[config.mk]
export PLATFORM = sky130hd
export DESIGN_NAME = sbss_top
export DESIGN_NICKNAME = d
export VERILOG_FILES = /design/src/hdl/sbss_pkg.sv /design/src/hdl/sbss_top.sv
export VERILOG_INCLUDE_DIRS = /design/src /design/src/hdl
export SDC_FILE = /design/constraint.sdc
export NUM_CORES = 1
export LEC_CHECK = 0
export ABC_AREA = 1
export ABC_CLOCK_PERIOD_IN_PS = 3600
export BUFFER_PORTS_ARGS = -buffer_cell sky130_fd_sc_hd__buf_2
export CAP_MARGIN = 20
export CELL_PAD_IN_SITES_DETAIL_PLACEMENT = 0
export CELL_PAD_IN_SITES_GLOBAL_PLACEMENT = 1
export CORE_AREA = 4 4 168 170
export DETAILED_ROUTE_END_ITERATION = 12
export DIE_AREA = 0 0 172 174
export PLACE_DENSITY = 0.83
export SLEW_MARGIN = 20
export SYNTH_ARGS = -nofsm -noshare
export SYNTH_HDL_FRONTEND = slang
export SYNTH_SLANG_ARGS = --single-unit
[constraint.sdc]
create_clock -name clk_i -period 3.6 [get_ports clk_i]
set_input_delay 1.08 -clock clk_i [delete_from_list [all_inputs] [get_ports clk_i]]
set_output_delay 1.08 -clock clk_i [all_outputs]
set_load 0.05 [all_outputs]
[src/hdl/sbss_defs.svh]
// Register offsets, reset values and timing constants of the brake/stop sequencer.
// Assumes inclusion by bare name from the package and the top module.
`ifndef SBSS_DEFS_SVH
`define SBSS_DEFS_SVH
`define SBSS_OFF_CTRL 8'h00
`define SBSS_OFF_STOP_SEL 8'h04
`define SBSS_OFF_RB_TORQUE 8'h08
`define SBSS_OFF_SON_WAIT 8'h0C
`define SBSS_OFF_SOFF_WAIT 8'h10
`define SBSS_OFF_SPEED_THR 8'h14
`define SBSS_OFF_BRAKE_WAIT 8'h18
`define SBSS_OFF_OUT_ASSIGN 8'h1C
`define SBSS_OFF_STATUS 8'h20
`define SBSS_CTRL_SON_BIT 0
`define SBSS_CTRL_ALM_RST_BIT 1
`define SBSS_CTRL_RESTART_BIT 2
`define SBSS_RST_STOP_SEL 3'h0
`define SBSS_RST_RB_TORQUE 10'h12C
`define SBSS_MAX_RB_TORQUE 10'h15E
`define SBSS_RST_SON_WAIT 12'h000
`define SBSS_MAX_SON_WAIT 12'h7D0
`define SBSS_RST_SOFF_WAIT 9'h000
`define SBSS_MAX_SOFF_WAIT 9'h1F4
`define SBSS_RST_SPEED_THR 7'h64
`define SBSS_MIN_SPEED_THR 7'h0A
`define SBSS_MAX_SPEED_THR 7'h64
`define SBSS_RST_BRAKE_WAIT 7'h32
`define SBSS_OUT_SEL_BRAKE 4'h4
`define SBSS_CLK_PERIOD_NS 25
`define SBSS_TICK_NS 1000000
`define SBSS_TICK_CYCLES (`SBSS_TICK_NS / `SBSS_CLK_PERIOD_NS)
`define SBSS_UNIT_10MS 10
`endif

[src/hdl/sbss_pkg.sv]
// Types of the brake/stop sequencer.
// Assumes nothing beyond the constants header.
package sbss_pkg;
  `include "sbss_defs.svh"

  typedef enum logic [5:0] {
    SBSS_OFF = 6'h01,
    SBSS_SON_WAIT = 6'h02,
    SBSS_RUN = 6'h04,
    SBSS_SOFF_DELAY = 6'h08,
    SBSS_STOPPING = 6'h10,
    SBSS_HOLD = 6'h20
  } sbss_state_e;

  typedef enum logic [2:0] {
    SBSS_SEL_DB_COAST = 3'h0,
    SBSS_SEL_DB_DB = 3'h1,
    SBSS_SEL_COAST = 3'h2,
    SBSS_SEL_RB_DB = 3'h3,
    SBSS_SEL_RB_COAST = 3'h4,
    SBSS_SEL_WARN = 3'h5
  } sbss_stop_sel_e;
endpackage : sbss_pkg

[src/hdl/sbss_top.sv]
// Servo brake and stop sequencer: holding-brake, motor-power and stop-method control.
// Assumes an AXI4-Lite master on clk_i, alarm and speed from logic on the same clock.
// Contract
// - Class-two alarm selector picks stop method, after-state.
// - Warning mode runs on; alarm still needs reset.
// - Reverse brake decelerates under torque limit.
// - Reverse torque limit 0-350%, applies at once.
// - Applied torque never exceeds motor maximum.
// - Brake output on releases; off at servo-off/alarm.
// - Brake output unrouted by default; value 4 routes.
// - Stopped servo-off: brake off, power after delay.
// - Positive servo-on wait: brake first, power later.
// - Negative servo-on wait: power first, brake later.
// - Alarm removes motor power immediately.
// - Running stop: brake once speed below threshold.
// - Running stop: brake also after wait expires.
`include "sbss_defs.svh"
module sbss_top
  import sbss_pkg::*;
#(
  parameter int TICK_CYCLES = `SBSS_TICK_CYCLES
) (
  input wire logic clk_i, // 40 MHz clock
  input wire logic reset_n_i, // Async reset, active low
  input wire logic clk_en_i, // Freezes all state when low
  input wire logic alarm_i, // Class-two alarm condition
  input wire logic [15:0] motor_speed_i, // Speed magnitude, rpm
  input wire logic [9:0] motor_max_torque_i, // Motor max torque, % rated
  input wire logic [7:0] s_axi_awaddr, // Write address
  input wire logic s_axi_awvalid, // Write address valid
  output logic s_axi_awready, // Write address ready
  input wire logic [31:0] s_axi_wdata, // Write data
  input wire logic [3:0] s_axi_wstrb, // Write strobes
  input wire logic s_axi_wvalid, // Write data valid
  output logic s_axi_wready, // Write data ready
  output logic [1:0] s_axi_bresp, // Write response
  output logic s_axi_bvalid, // Write response valid
  input wire logic s_axi_bready, // Write response ready
  input wire logic [7:0] s_axi_araddr, // Read address
  input wire logic s_axi_arvalid, // Read address valid
  output logic s_axi_arready, // Read address ready
  output logic [31:0] s_axi_rdata, // Read data
  output logic [1:0] s_axi_rresp, // Read response
  output logic s_axi_rvalid, // Read data valid
  input wire logic s_axi_rready, // Read data ready
  output logic motor_power_o, // Power stage enabled
  output logic dyn_brake_o, // Dynamic brake engaged
  output logic reverse_brake_o, // Reverse-brake deceleration active
  output logic [9:0] torque_limit_o, // Reverse-brake torque cap, %
  output logic brake_pair1_o, // Brake release on output pair one
  output logic brake_pair2_o, // Brake release on output pair two
  output logic alarm_active_o // Alarm latched, awaiting reset
);

  function automatic logic [31:0] strb_merge(input logic [31:0] old_v, input logic [31:0] new_v,
                                             input logic [3:0] strb);
    logic [31:0] res;
    res = old_v;
    for (int i = 0; i < 4; i++) begin
      if (strb[i]) begin
        res[i*8 +: 8] = new_v[i*8 +: 8];
      end
    end
    return res;
  endfunction : strb_merge

  function automatic logic [15:0] ms_of_10ms(input logic [8:0] v);
    return 16'(v) * 16'(`SBSS_UNIT_10MS);
  endfunction : ms_of_10ms

  // Bus slave state
  logic aw_held_reg, w_held_reg;
  logic [7:0] aw_addr_reg;
  logic [31:0] w_data_reg;
  logic [3:0] w_strb_reg;
  logic bvalid_reg, rvalid_reg;
  logic [1:0] bresp_reg, rresp_reg;
  logic [31:0] rdata_reg;

  // Software registers
  logic [2:0] ctrl_reg;
  logic [2:0] stop_sel_reg, stop_sel_act_reg;
  logic [9:0] rb_torque_reg;
  logic [11:0] son_wait_reg;
  logic [8:0] soff_wait_reg;
  logic [6:0] speed_thr_reg, brake_wait_reg;
  logic [7:0] out_assign_reg;

  // Sequencer state
  sbss_state_e state_reg, state_next;
  logic son_prev_reg, alarm_latched_reg, power_reg, brake_reg, db_reg, rb_reg;
  logic [15:0] timer_reg, timer_next;
  logic timer_load;
  logic [31:0] tick_cnt_reg;
  logic power_next, brake_next, db_next, rb_next;

  wire wr_fire = aw_held_reg && w_held_reg && !bvalid_reg;
  wire [31:0] wr_data = w_data_reg;
  wire wr_ctrl = wr_fire && (aw_addr_reg == `SBSS_OFF_CTRL);
  wire wr_hit = (aw_addr_reg <= `SBSS_OFF_OUT_ASSIGN) && (aw_addr_reg[1:0] == 2'h0);
  wire rd_fire = s_axi_arvalid && !rvalid_reg;
  wire rd_hit = (s_axi_araddr <= `SBSS_OFF_STATUS) && (s_axi_araddr[1:0] == 2'h0);
  wire [31:0] wr_merged = strb_merge(32'h0, wr_data, w_strb_reg);
  wire alm_rst_pulse = wr_ctrl && w_strb_reg[0] && wr_data[`SBSS_CTRL_ALM_RST_BIT];
  wire restart_pulse = wr_ctrl && w_strb_reg[0] && wr_data[`SBSS_CTRL_RESTART_BIT];

  // Effective parameters, clamped into their legal ranges
  wire [9:0] rb_lim_eff = (rb_torque_reg > `SBSS_MAX_RB_TORQUE) ? `SBSS_MAX_RB_TORQUE : rb_torque_reg;
  wire [9:0] torque_cap = (rb_lim_eff > motor_max_torque_i) ? motor_max_torque_i : rb_lim_eff;
  wire son_neg = son_wait_reg[11];
  wire [11:0] son_mag_raw = son_neg ? 12'(-son_wait_reg) : son_wait_reg;
  wire [11:0] son_mag = (son_mag_raw > `SBSS_MAX_SON_WAIT) ? `SBSS_MAX_SON_WAIT : son_mag_raw;
  wire [8:0] soff_eff = (soff_wait_reg > `SBSS_MAX_SOFF_WAIT) ? `SBSS_MAX_SOFF_WAIT : soff_wait_reg;
  wire [6:0] thr_eff = (speed_thr_reg < `SBSS_MIN_SPEED_THR) ? `SBSS_MIN_SPEED_THR :
                       (speed_thr_reg > `SBSS_MAX_SPEED_THR) ? `SBSS_MAX_SPEED_THR : speed_thr_reg;
  wire stopped = motor_speed_i < 16'(thr_eff);
  wire son_cmd = ctrl_reg[`SBSS_CTRL_SON_BIT];
  wire son_rise = son_cmd && !son_prev_reg;
  wire son_fall = !son_cmd && son_prev_reg;
  wire warn_mode = (stop_sel_act_reg == SBSS_SEL_WARN);
  wire alarm_stop = (alarm_i || alarm_latched_reg) && !warn_mode;
  wire sel_rb = (stop_sel_act_reg == SBSS_SEL_RB_DB) || (stop_sel_act_reg == SBSS_SEL_RB_COAST);
  wire sel_db = (stop_sel_act_reg == SBSS_SEL_DB_COAST) || (stop_sel_act_reg == SBSS_SEL_DB_DB);
  wire hold_db = (stop_sel_act_reg == SBSS_SEL_DB_DB) || (stop_sel_act_reg == SBSS_SEL_RB_DB);
  wire tick = (tick_cnt_reg == 32'(TICK_CYCLES - 1));
  wire timer_done = (timer_reg == 16'h0);

  // Bus slave: address and data taken independently, response after both
  always_ff @(posedge clk_i or negedge reset_n_i) begin
    if (!reset_n_i) begin
      aw_held_reg <= 1'b0;
      w_held_reg <= 1'b0;
      aw_addr_reg <= 8'h00;
      w_data_reg <= 32'h0;
      w_strb_reg <= 4'h0;
      bvalid_reg <= 1'b0;
      bresp_reg <= 2'h0;
    end else if (clk_en_i) begin
      if (s_axi_awvalid && !aw_held_reg) begin
        aw_held_reg <= 1'b1;
        aw_addr_reg <= s_axi_awaddr;
      end
      if (s_axi_wvalid && !w_held_reg) begin
        w_held_reg <= 1'b1;
        w_data_reg <= s_axi_wdata;
        w_strb_reg <= s_axi_wstrb;
      end
      if (wr_fire) begin
        bvalid_reg <= 1'b1;
        bresp_reg <= wr_hit ? 2'h0 : 2'h2;
        aw_held_reg <= 1'b0;
        w_held_reg <= 1'b0;
      end else if (bvalid_reg && s_axi_bready) begin
        bvalid_reg <= 1'b0;
      end
    end
  end

  always_ff @(posedge clk_i or negedge reset_n_i) begin
    if (!reset_n_i) begin
      ctrl_reg <= 3'h0;
      stop_sel_reg <= `SBSS_RST_STOP_SEL;
      rb_torque_reg <= `SBSS_RST_RB_TORQUE;
      son_wait_reg <= `SBSS_RST_SON_WAIT;
      soff_wait_reg <= `SBSS_RST_SOFF_WAIT;
      speed_thr_reg <= `SBSS_RST_SPEED_THR;
      brake_wait_reg <= `SBSS_RST_BRAKE_WAIT;
      out_assign_reg <= 8'h00;
    end else if (clk_en_i && wr_fire) begin
      case (aw_addr_reg)
        `SBSS_OFF_CTRL: ctrl_reg <= 3'(strb_merge(32'(ctrl_reg), wr_data, w_strb_reg) & 32'h1);
        `SBSS_OFF_STOP_SEL: stop_sel_reg <= wr_merged[2:0] > 3'h5 ? 3'h5 : wr_merged[2:0];
        `SBSS_OFF_RB_TORQUE: rb_torque_reg <= 10'(strb_merge(32'(rb_torque_reg), wr_data, w_strb_reg));
        `SBSS_OFF_SON_WAIT: son_wait_reg <= 12'(strb_merge(32'(son_wait_reg), wr_data, w_strb_reg));
        `SBSS_OFF_SOFF_WAIT: soff_wait_reg <= 9'(strb_merge(32'(soff_wait_reg), wr_data, w_strb_reg));
        `SBSS_OFF_SPEED_THR: speed_thr_reg <= 7'(strb_merge(32'(speed_thr_reg), wr_data, w_strb_reg));
        `SBSS_OFF_BRAKE_WAIT: brake_wait_reg <= 7'(strb_merge(32'(brake_wait_reg), wr_data, w_strb_reg));
        `SBSS_OFF_OUT_ASSIGN: out_assign_reg <= 8'(strb_merge(32'(out_assign_reg), wr_data, w_strb_reg));
        default: ctrl_reg <= ctrl_reg;
      endcase
    end
  end

  wire [31:0] status_word = {18'h0, alarm_latched_reg, stop_sel_act_reg, power_reg, brake_reg, db_reg, rb_reg,
                             state_reg};
  wire [31:0] rd_mux =
    (s_axi_araddr == `SBSS_OFF_CTRL) ? 32'(ctrl_reg) :
    (s_axi_araddr == `SBSS_OFF_STOP_SEL) ? 32'(stop_sel_reg) :
    (s_axi_araddr == `SBSS_OFF_RB_TORQUE) ? 32'(rb_torque_reg) :
    (s_axi_araddr == `SBSS_OFF_SON_WAIT) ? 32'(son_wait_reg) :
    (s_axi_araddr == `SBSS_OFF_SOFF_WAIT) ? 32'(soff_wait_reg) :
    (s_axi_araddr == `SBSS_OFF_SPEED_THR) ? 32'(speed_thr_reg) :
    (s_axi_araddr == `SBSS_OFF_BRAKE_WAIT) ? 32'(brake_wait_reg) :
    (s_axi_araddr == `SBSS_OFF_OUT_ASSIGN) ? 32'(out_assign_reg) :
    (s_axi_araddr == `SBSS_OFF_STATUS) ? status_word : 32'h0;

  always_ff @(posedge clk_i or negedge reset_n_i) begin
    if (!reset_n_i) begin
      rvalid_reg <= 1'b0;
      rdata_reg <= 32'h0;
      rresp_reg <= 2'h0;
    end else if (clk_en_i) begin
      if (rd_fire) begin
        rvalid_reg <= 1'b1;
        rdata_reg <= rd_hit ? rd_mux : 32'h0;
        rresp_reg <= rd_hit ? 2'h0 : 2'h2;
      end else if (s_axi_rready) begin
        rvalid_reg <= 1'b0;
      end
    end
  end

  // Selector and alarm latch; selector only takes effect on restart
  always_ff @(posedge clk_i or negedge reset_n_i) begin
    if (!reset_n_i) begin
      stop_sel_act_reg <= `SBSS_RST_STOP_SEL;
      alarm_latched_reg <= 1'b0;
      son_prev_reg <= 1'b0;
    end else if (clk_en_i) begin
      son_prev_reg <= son_cmd;
      if (restart_pulse) begin
        stop_sel_act_reg <= stop_sel_reg;
      end
      // Live alarm beats a reset request in the same cycle
      if (alarm_i) begin
        alarm_latched_reg <= 1'b1;
      end else if (alm_rst_pulse) begin
        alarm_latched_reg <= 1'b0;
      end
    end
  end

  // Millisecond tick, restarted with every timer load
  always_ff @(posedge clk_i or negedge reset_n_i) begin
    if (!reset_n_i) begin
      tick_cnt_reg <= 32'h0;
      timer_reg <= 16'h0;
    end else if (clk_en_i) begin
      tick_cnt_reg <= (timer_load || tick) ? 32'h0 : tick_cnt_reg + 32'h1;
      timer_reg <= timer_next;
    end
  end

  always_comb begin
    state_next = state_reg;
    power_next = power_reg;
    brake_next = brake_reg;
    db_next = db_reg;
    rb_next = rb_reg;
    timer_load = 1'b0;
    timer_next = (tick && !timer_done) ? timer_reg - 16'h1 : timer_reg;
    case (state_reg)
      SBSS_OFF, SBSS_HOLD: begin
        if (son_rise && !alarm_stop) begin
          timer_load = 1'b1;
          timer_next = 16'(son_mag);
          db_next = 1'b0;
          state_next = (son_mag == 12'h0) ? SBSS_RUN : SBSS_SON_WAIT;
          brake_next = (son_mag == 12'h0) || !son_neg;
          power_next = (son_mag == 12'h0) || son_neg;
        end
      end
      SBSS_SON_WAIT: begin
        if (alarm_stop || !son_cmd) begin
          power_next = 1'b0;
          brake_next = 1'b0;
          state_next = SBSS_OFF;
        end else if (timer_done) begin
          power_next = 1'b1;
          brake_next = 1'b1;
          state_next = SBSS_RUN;
        end
      end
      SBSS_RUN: begin
        if (alarm_stop || son_fall) begin
          if (alarm_stop) begin
            power_next = 1'b0;
          end
          if (stopped) begin
            brake_next = 1'b0;
            if (alarm_stop) begin
              db_next = hold_db;
              state_next = SBSS_HOLD;
            end else begin
              timer_load = 1'b1;
              timer_next = ms_of_10ms(soff_eff);
              state_next = SBSS_SOFF_DELAY;
            end
          end else begin
            power_next = 1'b0;
            timer_load = 1'b1;
            timer_next = ms_of_10ms(9'(brake_wait_reg));
            db_next = alarm_stop && sel_db;
            rb_next = alarm_stop && sel_rb;
            state_next = SBSS_STOPPING;
          end
        end
      end
      SBSS_SOFF_DELAY: begin
        if (alarm_stop || timer_done) begin
          power_next = 1'b0;
          state_next = SBSS_OFF;
        end
      end
      SBSS_STOPPING: begin
        if (stopped || timer_done) begin
          brake_next = 1'b0;
          rb_next = 1'b0;
          db_next = alarm_stop && hold_db;
          state_next = alarm_stop ? SBSS_HOLD : SBSS_OFF;
        end
      end
      default: begin
        power_next = 1'b0;
        brake_next = 1'b0;
        state_next = SBSS_OFF;
      end
    endcase
  end

  always_ff @(posedge clk_i or negedge reset_n_i) begin
    if (!reset_n_i) begin
      state_reg <= SBSS_OFF;
      power_reg <= 1'b0;
      brake_reg <= 1'b0;
      db_reg <= 1'b0;
      rb_reg <= 1'b0;
      torque_limit_o <= 10'h0;
      brake_pair1_o <= 1'b0;
      brake_pair2_o <= 1'b0;
    end else if (clk_en_i) begin
      state_reg <= state_next;
      power_reg <= power_next;
      brake_reg <= brake_next;
      db_reg <= db_next;
      rb_reg <= rb_next;
      torque_limit_o <= torque_cap;
      brake_pair1_o <= brake_next && (out_assign_reg[3:0] == `SBSS_OUT_SEL_BRAKE);
      brake_pair2_o <= brake_next && (out_assign_reg[7:4] == `SBSS_OUT_SEL_BRAKE);
    end
  end

  assign s_axi_awready = !aw_held_reg;
  assign s_axi_wready = !w_held_reg;
  assign s_axi_bvalid = bvalid_reg;
  assign s_axi_bresp = bresp_reg;
  assign s_axi_arready = !rvalid_reg;
  assign s_axi_rvalid = rvalid_reg;
  assign s_axi_rdata = rdata_reg;
  assign s_axi_rresp = rresp_reg;
  assign motor_power_o = power_reg;
  assign dyn_brake_o = db_reg;
  assign reverse_brake_o = rb_reg;
  assign alarm_active_o = alarm_latched_reg;

  // Checks
  alarm_power_a: assert property (@(posedge clk_i) disable iff (!reset_n_i)
    (clk_en_i && alarm_stop && state_reg == SBSS_RUN) |=> !motor_power_o) else $error("power kept on alarm");
  off_brake_a: assert property (@(posedge clk_i) disable iff (!reset_n_i)
    (state_reg == SBSS_OFF || state_reg == SBSS_HOLD) |-> !brake_reg) else $error("brake released while off");
  torque_cap_a: assert property (@(posedge clk_i) disable iff (!reset_n_i)
    torque_limit_o <= 10'h15E) else $error("torque cap above range");
  motor_max_a: assert property (@(posedge clk_i) disable iff (!reset_n_i)
    clk_en_i |=> torque_limit_o <= $past(motor_max_torque_i))
    else $error("torque above motor max");
  warn_run_a: assert property (@(posedge clk_i) disable iff (!reset_n_i)
    (clk_en_i && warn_mode && alarm_i && son_cmd && state_reg == SBSS_RUN && !restart_pulse)
    |=> state_reg == SBSS_RUN && alarm_active_o) else $error("warning mode stopped");
  son_pos_a: assert property (@(posedge clk_i) disable iff (!reset_n_i)
    (clk_en_i && state_reg == SBSS_OFF && son_rise && !alarm_stop && !son_neg && son_mag != 12'h0)
    |=> brake_reg && !motor_power_o) else $error("positive wait order");
  son_neg_a: assert property (@(posedge clk_i) disable iff (!reset_n_i)
    (clk_en_i && state_reg == SBSS_OFF && son_rise && !alarm_stop && son_neg && son_mag != 12'h0)
    |=> !brake_reg && motor_power_o) else $error("negative wait order");
  stop_soff_a: assert property (@(posedge clk_i) disable iff (!reset_n_i)
    (clk_en_i && state_reg == SBSS_RUN && son_fall && stopped && !alarm_stop)
    |=> !brake_reg && motor_power_o) else $error("stopped servo-off order");
  speed_brake_a: assert property (@(posedge clk_i) disable iff (!reset_n_i)
    (clk_en_i && state_reg == SBSS_STOPPING && stopped) |=> !brake_reg) else $error("brake late on speed");
  rb_sel_a: assert property (@(posedge clk_i) disable iff (!reset_n_i)
    reverse_brake_o |-> sel_rb && !motor_power_o) else $error("reverse brake wrong mode");
  pair_route_a: assert property (@(posedge clk_i) disable iff (!reset_n_i)
    brake_pair1_o |-> brake_reg && out_assign_reg[3:0] == 4'h4) else $error("pair one misrouted");
  run_cov: cover property (@(posedge clk_i) disable iff (!reset_n_i) state_reg == SBSS_SON_WAIT ##1 state_reg == SBSS_RUN);
  stop_cov: cover property (@(posedge clk_i) disable iff (!reset_n_i) state_reg == SBSS_STOPPING && timer_done);
  hold_cov: cover property (@(posedge clk_i) disable iff (!reset_n_i) state_reg == SBSS_HOLD && dyn_brake_o);
endmodule : sbss_top

==> results of run 1 <==
synthesized netlist by cell type, types with 20 or more instances:
cell	count
nor2_1	156
dfrtp_1	163
nand2_1	379
xor2_1	35
nand3_1	89
nor2_2	36
a21oi_1	65
inv_1	207
nor3_1	23
ha_1	43
buf_4	20
o21ai_0	134
clkbuf_1	29
per-layer routing:
layer  wire length [um]  share of wire
met3               1260          0.040
met2              14400           0.46
met1              14700           0.47
met5                  0              0
met4                739          0.024
cell type report:
cell class | instances | area, um2 | share of cell area
Clock buffer | 17 | 425 | 0.0332
Clock inverter | 15 | 190 | 0.0148
Inverter | 219 | 828 | 0.0646
Multi-Input combinational cell | 1121 | 5880 | 0.459
Sequential cell | 174 | 4370 | 0.341
Tap cell | 341 | 427 | 0.0333
Timing Repair Buffer | 119 | 692 | 0.0540
cells by family after synthesis:
family                     synth area share
AOI/OAI and AO/OA                     0.126
xor gates and xnor gates             0.0379
adders and majority gates            0.0511
buffers and inverters                 0.102
DFF                                   0.386
muxes                               0.00774
other                              0.000332
and+or+nand+nor                       0.289
worst min-delay path, cell delays in order, from the launching register on:
cell and delay, ns:
dfrtp_1 0.35, nand2_1 0.05, o31ai_1 0.05
power groups by stage:
stage	clock, mW	combinational [mW]	sequential, mW
2_1_floorplan	0	1.82	2.94
3_3_place_gp	0	2.62	2.88
3_5_place_dp	0	2.66	2.89
4_1_cts	1.95	2.68	2.86
5_1_grt	2.03	3.05	2.93
6_report	1.92	2.67	2.86
path summary, 6_finish.rpt:
| path | start | to | slack, ns |
|---|---|---|---|
| hold reg to reg | s_axi_rdata[12] | s_axi_rdata[12] | 0.48 |
| hold / removal | s_axi_rdata[12] | s_axi_rdata[12] | 0.48 |
| max in group asynchronous | reset_n_i | rb_torque_reg[2] | 2.16 |
| setup reg to reg | soff_wait_reg[5] | timer_reg[10] | 0.42 |
| min in group asynchronous | reset_n_i | timer_reg[8] | 0.62 |
| setup / recovery | soff_wait_reg[5] | timer_reg[10] | 0.42 |
timing repair:
| action | in CTS | in global routing |
|---|---|---|
| resized for setup | 0 | 6 |
| hold endpoints to repair | 0 | 0 |
| hold buffers | 0 | 0 |
| setup endpoints to repair | 0 | 3 |
layout by cell type (no fill, tap or decap), types with 6 or more instances in the layout:
| cell | n |
|---|---|
| a21oi_1 | 65 |
| buf_2 | 100 |
| buf_4 | 15 |
| clkbuf_16 | 17 |
| clkinv_8 | 6 |
| conb_1 | 21 |
| dfrtp_1 | 162 |
| dfstp_2 | 11 |
| ha_1 | 43 |
| inv_1 | 207 |
| inv_2 | 10 |
| mux2_2 | 6 |
| nand2_1 | 379 |
| nand2_2 | 6 |
| nand3_1 | 89 |
| nand4_1 | 16 |
| nor2_1 | 156 |
| nor2_2 | 36 |
| nor3_1 | 23 |
| nor4_1 | 10 |
| o211ai_1 | 7 |
| o21ai_0 | 133 |
| o21ai_1 | 7 |
| o22ai_1 | 8 |
| or2_2 | 6 |
| xnor2_1 | 14 |
| xor2_1 | 35 |
==> results.py, run 1 <==
metrics = {
    "outcome": {
        "status": "finished clean",
    },
    "cells_and_area": {
        "n_antenna_cell": 0,
        "layout-drive-gt1-share": 0.153,
        "final_cell_area_um2": 12800,
        "utilization": 0.479,
        "fillers": 2751,
        "finish.net_count": 1784,
        "largest_register_ffs": 32,
        "syn_to_final_growth_pct": 13.3,
        "fin_cells": 2006,
    },
    "synth": {
        "ys_warn_count": 0,
        "synth_area_leaders": "dfrtp_1 36%, nand2_1 13%, inv_1 6.9%",
        "syn-instance-count": 1552,
        "synth_flop_cell": "dfrtp_1",
        "synthArstFlopShare": 1.00,
        "syn_area_um2": 11300,
        "ys_seq_elements": 174,
        "yosysTopAreaCell": "dfrtp_1",
        "synthDistinctLibCells": 56,
        "yosysTopAreaCellShare": 0.361,
        "avgSynthCellArea_um2": 7.29,
        "synth_edf_count": 0,
        "ys_seq_area_frac": 0.386,
    },
    "setup_path": {
        "r2r_cells": 22,
        "cp_max_fo": 4,
        "start_kind": "flip-flop",
        "crit_buf_inv": 4,
        "cp_common_cell": "nand2_1",
        "critPathMaxStageDelay_ns": 0.41,
        "worstSetupPathType": "reg -> reg",
        "cp_top_family": "simple AND/OR/NAND/NOR gates",
        "cp_cell_sequence": "inv_1, nor4_4, nand2_1, nand2_1, inv_1, ha_1, ha_1, inv_1, fa_2, o21ai_2, nand2_1, nand2_1, a21oi_1, or2_2, nand2_1, inv_1, nand2_1, nand2_1, nand2_1, nand2_1, nor2_1, nor2_1",
        "required_ns": 3.92,
        "critical_path_depth": 22,
        "cp.arrival_ns": 3.50,
        "end_kind": "flip-flop",
        "slowest_stage": "dfrtp_2",
    },
    "sta": {
        "timing.slew.headroom": 0.524,
        "worstMarginPinSlew_ns": 0.712,
        "rsz0062_at_grt": "false",
        "worst_slack_ns": 0.419,
        "timing.hold.ws_ns": 0.479,
        "finalMaxSlewViolations": 0,
        "skew_ns": 0.0116,
        "period_share": 0.884,
        "fmax_mhz": 314,
        "layout_min_cycle_time_ns": 3.18,
        "setup_tns_ns": 0,
        "finalSetupViolCount": 0,
        "timing.final.hold_violations": 0,
    },
    "clocking": {
        "worst_skew_pair.late_latency_ns": 0.44,
        "cts.sinks": 174,
        "clk_pin_slew_ns": 0.08,
        "cts-buffers-inserted": 17,
        "clock-root-buffer": "clkbuf_16",
        "postCtsSetupRepairBufs": 0,
        "clockBufferDepth": 2,
        "cts_tree": "built",
        "htree_levels": 4,
    },
    "route": {
        "routedWlPerCell_um": 15.5,
        "drt_iter0_markers": 663,
        "dr.pass1.iters": 5,
        "drtAntennaViolNets": 0,
        "num_vias": 10200,
        "drc": 0,
        "viasPerCell": 5.07,
        "totalWireLength_um": 31100,
    },
    "power": {
        "p_leak_nw": 6.50,
        "peakVddDrop_mv": 0.338,
        "power_switching_mw": 3.22,
        "switching_share": 0.432,
        "p_total_mw": 7.45,
        "seq_power_share": 0.384,
        "power.density_nw_per_um2": 582,
        "p_clk_frac": 0.257,
        "combPwrFrac": 0.359,
        "intPower_mw": 4.23,
    },
    "global_routing": {
        "grt_use_total": 0.209,
        "met3_usage": 0.0291,
        "grt_pass1_wl_um": 50200,
        "grt_pass1_vias": 9618,
        "grt_use_met1": 0.298,
        "grt_max_degree": 57,
        "met2_usage": 0.332,
        "antenna_found_initial": 0,
        "busiest_layer": "met2",
        "grt-ovfl-total": 0,
    },
    "min_path": {
        "hold_depth": 2,
        "hp-class": "reg -> reg",
    },
    "die": {
        "io_pins": 144,
        "start_util": 0.423,
        "rows": 60,
        "die_h_um": 174,
        "core-area_um2": 26700,
        "die_area_um2": 29900,
        "chipWidth_um": 172,
    },
    "placement": {
        "placed_area_um2": 12100,
        "dp_hpwl_um": 24000,
        "portBuffers": 101,
        "dp_slack_ns": 0.128,
        "place_congestion": 0.878,
        "dpl.cell_count": 1973,
    },
    "flow_run": {
        "cap_violations": 0,
    },
}
(Power assumes the default switching activity.)
==> inputs of run 2 (changes only) <==
==> constraint.sdc (replaced) <==
create_clock -name clk_i -period 3.6 [get_ports clk_i]
set_input_delay 0.18 -clock clk_i [delete_from_list [all_inputs] [get_ports clk_i]]
set_output_delay 0.18 -clock clk_i [all_outputs]
set_load 0.05 [all_outputs]
==> run 2 against run 1 <==
  * Count of clock-buffer cells in the layout stayed put
  * Largest power group unchanged
  * Fmax fell by 1.0%
  * Wire length hardly changed
  * Combinational power about the same
  * Die area unchanged
==> results.py, run 2 (synthesis results as in run 1) <==
metrics = {
    "die": {
        "rows": 60,
        "start_util": 0.423,
        "chipWidth_um": 172,
        "die_area_um2": 29900,
        "core-area_um2": 26700,
        "die_h_um": 174,
        "io_pins": 144,
    },
    "outcome": {
        "status": "finished clean",
    },
    "power": {
        "intPower_mw": 4.26,
        "power_switching_mw": 3.26,
        "peakVddDrop_mv": 0.457,
        "power.density_nw_per_um2": 579,
        "combPwrFrac": 0.356,
        "p_leak_nw": 6.55,
        "p_clk_frac": 0.263,
        "switching_share": 0.433,
        "seq_power_share": 0.381,
    },
    "cells_and_area": {
        "n_antenna_cell": 0,
        "final_cell_mix": "379 x nand2_1, 206 x inv_1, 163 x dfrtp_1",
        "final_cell_area_um2": 13000,
        "final_common_cell": "nand2_1",
        "syn_to_final_growth_pct": 14.7,
        "largest_register_ffs": 32,
        "finish.net_count": 1798,
        "layout-drive-gt1-share": 0.145,
    },
    "setup_path": {
        "cp_common_cell": "nand2_1",
        "worstSetupPathType": "reg -> reg",
        "cp_max_fo": 4,
        "critical_path_depth": 22,
        "reg2reg_slack_ns": 0.39,
        "cp_cell_sequence": "inv_1, nor4_4, nand2_1, nand2_1, inv_1, ha_1, ha_1, inv_1, fa_1, o21ai_2, nand2_1, nand2_1, a21oi_1, or2_2, nand2_1, inv_1, nand2_1, nand2_1, nand2_1, nand2_1, nor2_1, nor2_1",
        "required_ns": 3.93,
        "slowest_stage": "dfrtp_1",
        "rr_startpoint": "soff_wait_reg[5]",
        "cp_top_family": "simple AND/OR/NAND/NOR gates",
        "startpoint": "soff_wait_reg[5]",
        "r2r_end": "timer_reg[10]",
        "critPathMaxStageDelay_ns": 0.42,
        "r2r_cells": 22,
        "crit_end": "timer_reg[10]",
        "cp.arrival_ns": 3.54,
        "crit_buf_inv": 4,
        "end_kind": "flip-flop",
        "start_kind": "flip-flop",
    },
    "clocking": {
        "clk_pin_slew_ns": 0.09,
        "clockBufferDepth": 2,
        "htree_levels": 4,
        "worst_skew_pair.late_latency_ns": 0.45,
        "clock-root-buffer": "clkbuf_16",
        "cts.sinks": 174,
        "cts_tree": "built",
        "cts-buffers-inserted": 17,
    },
    "route": {
        "drtAntennaViolNets": 0,
        "drc": 0,
        "totalWireLength_um": 31100,
        "num_vias": 10100,
        "viasPerCell": 5.02,
        "dr.pass1.iters": 5,
        "routedWlPerCell_um": 15.4,
        "drt_iter0_markers": 753,
    },
    "min_path": {
        "hp-class": "in -> reg",
        "worstHoldStart": "s_axi_wvalid",
    },
    "sta": {
        "timing.final.hold_violations": 0,
        "worstMarginPinSlew_ns": 0.964,
        "timing.slew.headroom": 0.355,
        "period_share": 0.893,
        "worst_slack_ns": 0.386,
        "finalMaxSlewViolations": 0,
        "setup_tns_ns": 0,
        "fmax_mhz": 311,
        "finalSetupViolCount": 0,
        "skew_ns": 0.0185,
        "layout_min_cycle_time_ns": 3.21,
        "rsz0062_at_grt": "false",
    },
    "global_routing": {
        "grt_pass1_vias": 10000,
        "grt_max_degree": 93,
        "grt_use_total": 0.213,
        "grt-ovfl-total": 0,
        "antenna_found_initial": 0,
        "grt_pass1_wl_um": 51400,
    },
    "placement": {
        "placed_area_um2": 12100,
        "dp_slack_ns": 0.150,
        "portBuffers": 101,
        "dp_hpwl_um": 23800,
        "place_congestion": 0.925,
    },
    "flow_run": {
        "cap_violations": 0,
    },
}
-- run 2: cell types whose count changed in the layout (fill, tap and decap cells not counted), moves of 2 or more --
| cell | delta |
|---|---|
| inv_12 | +3 |
| inv_8 | -2 |
| dlygate4sd3_1 | +24 |
| buf_4 | -9 |
-- run 2: worst min path at each step --
stage,endpoint,slack (ns),cells past startpoint
after floorplan,alarm_active_o,-0.12,0
after global placement,timer_reg[7],0.33,1
after detailed placement,timer_reg[7],0.32,1
after CTS,w_held_reg,0.003,3
after global routing,w_data_reg[7],0.02,3
final,w_held_reg,0.01,3
-- run 2: repair_timing --
item / CTS / global route
resized for setup: 0 / 6
endpoints found under the hold margin: 108 / 0
hold buffers: 24 / 0
buffers inserted: 0 / 0
setup endpoints to repair: 0 / 11
-- run 2: per-stage QoR --
step	std cells	utilization	power, mW	hold WS, ns
floorplan	1572	-	4.76	-0.116
global placement	1964	0.452	5.50	0.328
detailed placement	1964	0.452	5.54	0.324
CTS	2020	0.485	7.55	0.00288
global route	2020	0.486	8.09	0.0192
finish	2020	0.486	7.52	0.00980
-- run 2: power by group through the flow --
stage | Combinational, mW | Clock, mW | Sequential [mW]
CTS | 2.69 | 2.00 | 2.86
detailed placement | 2.65 | 0 | 2.89
finish | 2.67 | 1.98 | 2.86
global route | 3.07 | 2.09 | 2.93
global placement | 2.62 | 0 | 2.88
floorplan | 1.82 | 0 | 2.94
-- run 2: routing by layer --
metal	track usage	share of wire	vias up
met1	0.298	0.47	4698
met3	0.0323	0.036	45
met5	0	0	-
met4	0.0544	0.024	0
li1	-	-	5191
met2	0.345	0.47	198
-- run 2: area by class of cell --
type / count / area, um2
flip-flops and latches: 174 / 4370
fillers: 2706 / 13700
inverters: 219 / 828
clock inverters: 15 / 209
multi-input cells: 1121 / 5880
well taps: 341 / 427
clock buffers: 17 / 425
repair buffers: 133 / 837
-- run 2: worst register-to-register path, stage by stage (launching register included) --
cell     delay (ns)
dfrtp_1        0.42
inv_1          0.11
nor4_4         0.28
nand2_1        0.12
nand2_1        0.11
inv_1          0.05
ha_1           0.27
ha_1           0.17
inv_1          0.06
fa_1           0.41
o21ai_2        0.19
nand2_1        0.06
nand2_1        0.05
a21oi_1        0.06
or2_2          0.28
nand2_1        0.07
inv_1          0.04
nand2_1        0.05
nand2_1        0.05
nand2_1        0.06
nand2_1        0.05
nor2_1         0.10
nor2_1         0.04
==> inputs of run 3 (changes only) <==
Settings changed: ABC_CLOCK_PERIOD_IN_PS 3600 to 2930, CORE_AREA 4 4 168 170 to 4 4 176 178, DIE_AREA 0 0 172 174 to 0 0 180 182, PLACE_DENSITY 0.83 to 0.8.
Clock period 3.6 ns to 2.93 ns, I/O delays scaled along.
==> run 3 against run 2 <==
  * Cell count is 5.2% higher
  * Critical path depth stayed put
  * Core utilization is 2.3 points lower
  * Power is 22% higher
  * Global-route usage is 1.4 points lower
  * Non-clock buffer count is 56 higher
  * The run now ends with hold timing left
  * Register-to-register slack worse by 0.27 ns
  * Clock skew is 0.0055 ns lower
  * Largest cell class unchanged
  * Critical path type unchanged
  * Largest power group unchanged
  * Sequential power is 22% higher
  * Clock power is 11% higher
==> results.py, run 3 (synthesis results as in run 1) <==
metrics = {
    "route": {
        "routedWlPerCell_um": 15.5,
        "totalWireLength_um": 33000,
        "drt_iter0_markers": 657,
        "dr.pass1.iters": 5,
        "drc": 0,
        "viasPerCell": 4.92,
        "num_vias": 10400,
        "drtAntennaViolNets": 0,
    },
    "sta": {
        "timing.final.hold_violations": 2,
        "period_share": 0.960,
        "layout_min_cycle_time_ns": 2.81,
        "worst_slack_ns": 0.118,
        "worstMarginPinSlew_ns": 0.768,
        "finalMaxSlewViolations": 0,
        "timing.hold.ws_ns": -0.0121,
        "setup_tns_ns": 0,
        "fmax_mhz": 356,
        "skew_ns": 0.0130,
        "rsz0062_at_grt": "true",
        "timing.slew.headroom": 0.483,
        "finalSetupViolCount": 0,
    },
    "cells_and_area": {
        "fin_cells": 2125,
        "finish.net_count": 1854,
        "n_antenna_cell": 0,
        "layout-drive-gt1-share": 0.187,
        "utilization": 0.462,
        "final_cell_mix": "373 x nand2_1, 199 x inv_1, 163 x dfrtp_1",
        "final_cell_area_um2": 13600,
        "fillers": 2964,
        "syn_to_final_growth_pct": 20.1,
        "final_common_cell": "nand2_1",
        "largest_register_ffs": 32,
    },
    "global_routing": {
        "grt-ovfl-total": 0,
        "grt_pass1_vias": 10000,
        "grt_use_total": 0.198,
        "grt_max_degree": 78,
        "antenna_found_initial": 0,
        "grt_pass1_wl_um": 52800,
    },
    "setup_path": {
        "start_kind": "flip-flop",
        "end_kind": "flip-flop",
        "rr_startpoint": "soff_wait_reg[5]",
        "cp_max_fo": 2,
        "required_ns": 3.27,
        "cp.arrival_ns": 3.16,
        "worstSetupPathType": "reg -> reg",
        "startpoint": "soff_wait_reg[5]",
    },
    "placement": {
        "portBuffers": 101,
        "placed_area_um2": 12400,
        "place_congestion": 0.896,
        "dp_slack_ns": -0.0969,
        "dpl.cell_count": 2041,
        "dp_hpwl_um": 24900,
    },
    "die": {
        "die_h_um": 182,
        "core-area_um2": 29400,
        "io_pins": 144,
        "die_area_um2": 32800,
        "chipWidth_um": 180,
        "rows": 63,
        "start_util": 0.385,
    },
    "min_path": {
        "worstHoldStart": "motor_max_torque_i[1]",
        "hp-class": "in -> reg",
    },
    "clocking": {
        "worst_skew_pair.late_latency_ns": 0.45,
        "cts_tree": "built",
        "htree_levels": 4,
        "cts-buffers-inserted": 17,
        "cts.sinks": 174,
        "clockBufferDepth": 2,
        "clk_pin_slew_ns": 0.08,
        "clock-root-buffer": "clkbuf_16",
    },
    "power": {
        "p_leak_nw": 6.78,
        "seq_power_share": 0.381,
        "power.density_nw_per_um2": 677,
        "p_clk_frac": 0.239,
        "combPwrFrac": 0.380,
        "intPower_mw": 5.28,
        "p_total_mw": 9.20,
        "power_switching_mw": 3.92,
        "switching_share": 0.426,
        "peakVddDrop_mv": 0.568,
    },
    "flow_run": {
        "cap_violations": 0,
    },
    "outcome": {
        "status": "finished, violations left",
        "violations": "hold timing",
    },
}
==> run 3: final timing paths <==
path / slack [ns] / endpoint / cells after the start
min in group asynchronous: 0.31 / aw_addr_reg[5] / 2
max reg2reg: 0.12 / timer_reg[10] / 22
max: 0.12 / timer_reg[10] / 22
min: -0.01 / torque_limit_o[1] / 3
min reg2reg: 0.48 / brake_pair2_o / 2
max in group asynchronous: 1.81 / brake_wait_reg[4] / 3
==> run 3: layout make-up <==
type / instances / area, um2 / share of cell area
multi-input combinational: 1121 / 6040 / 0.445
sequential: 174 / 4370 / 0.321
clock buffer: 18 / 429 / 0.0316
inverter: 219 / 828 / 0.0610
clock inverter: 14 / 121 / 0.00893
timing repair buffer: 189 / 1310 / 0.0966
tap: 390 / 488 / 0.0359
==> run 3: metal layers <==
metal	global-route usage	part of all wire
met1	0.275	0.46
met2	0.322	0.47
met5	0	0
met3	0.0323	0.043
met4	0.0576	0.022
==> run 3: what timing repair did <==
action | 4_1_cts | 5_1_grt
cloned | 0 | 4
pin swaps | 8 | 26
setup buffers | 8 | 11
endpoints found under the setup margin | 2 | 46
endpoints found under the hold margin | 96 | 1
resized for setup | 5 | 44
hold buffers | 29 | 1
==> run 3: critical path, stage by stage (launching register included) <==
cell and delay, ns:
dfrtp_1 0.36, inv_2 0.05, nor4_4 0.28, nand2_1 0.12, nand2_2 0.09, inv_2 0.05, ha_4 0.27, ha_4 0.13
inv_2 0.03, fa_2 0.34, o21ai_2 0.16, nand2_1 0.06, nand2_1 0.07, a21oi_2 0.05, or2_4 0.23, nand2_2 0.06
inv_2 0.03, nand2_1 0.05, nand2_1 0.04, nand2_1 0.05, nand2_1 0.05, nor2_1 0.10, nor2_1 0.04
==> run 3: power by group through the flow <==
stage	Combinational [mW]	Clock (mW)	Sequential [mW]
floorplan	2.24	0	3.61
global placement	3.29	0	3.52
detailed placement	3.33	0	3.53
CTS	3.40	2.25	3.49
global route	3.97	2.37	3.59
finish	3.50	2.20	3.50
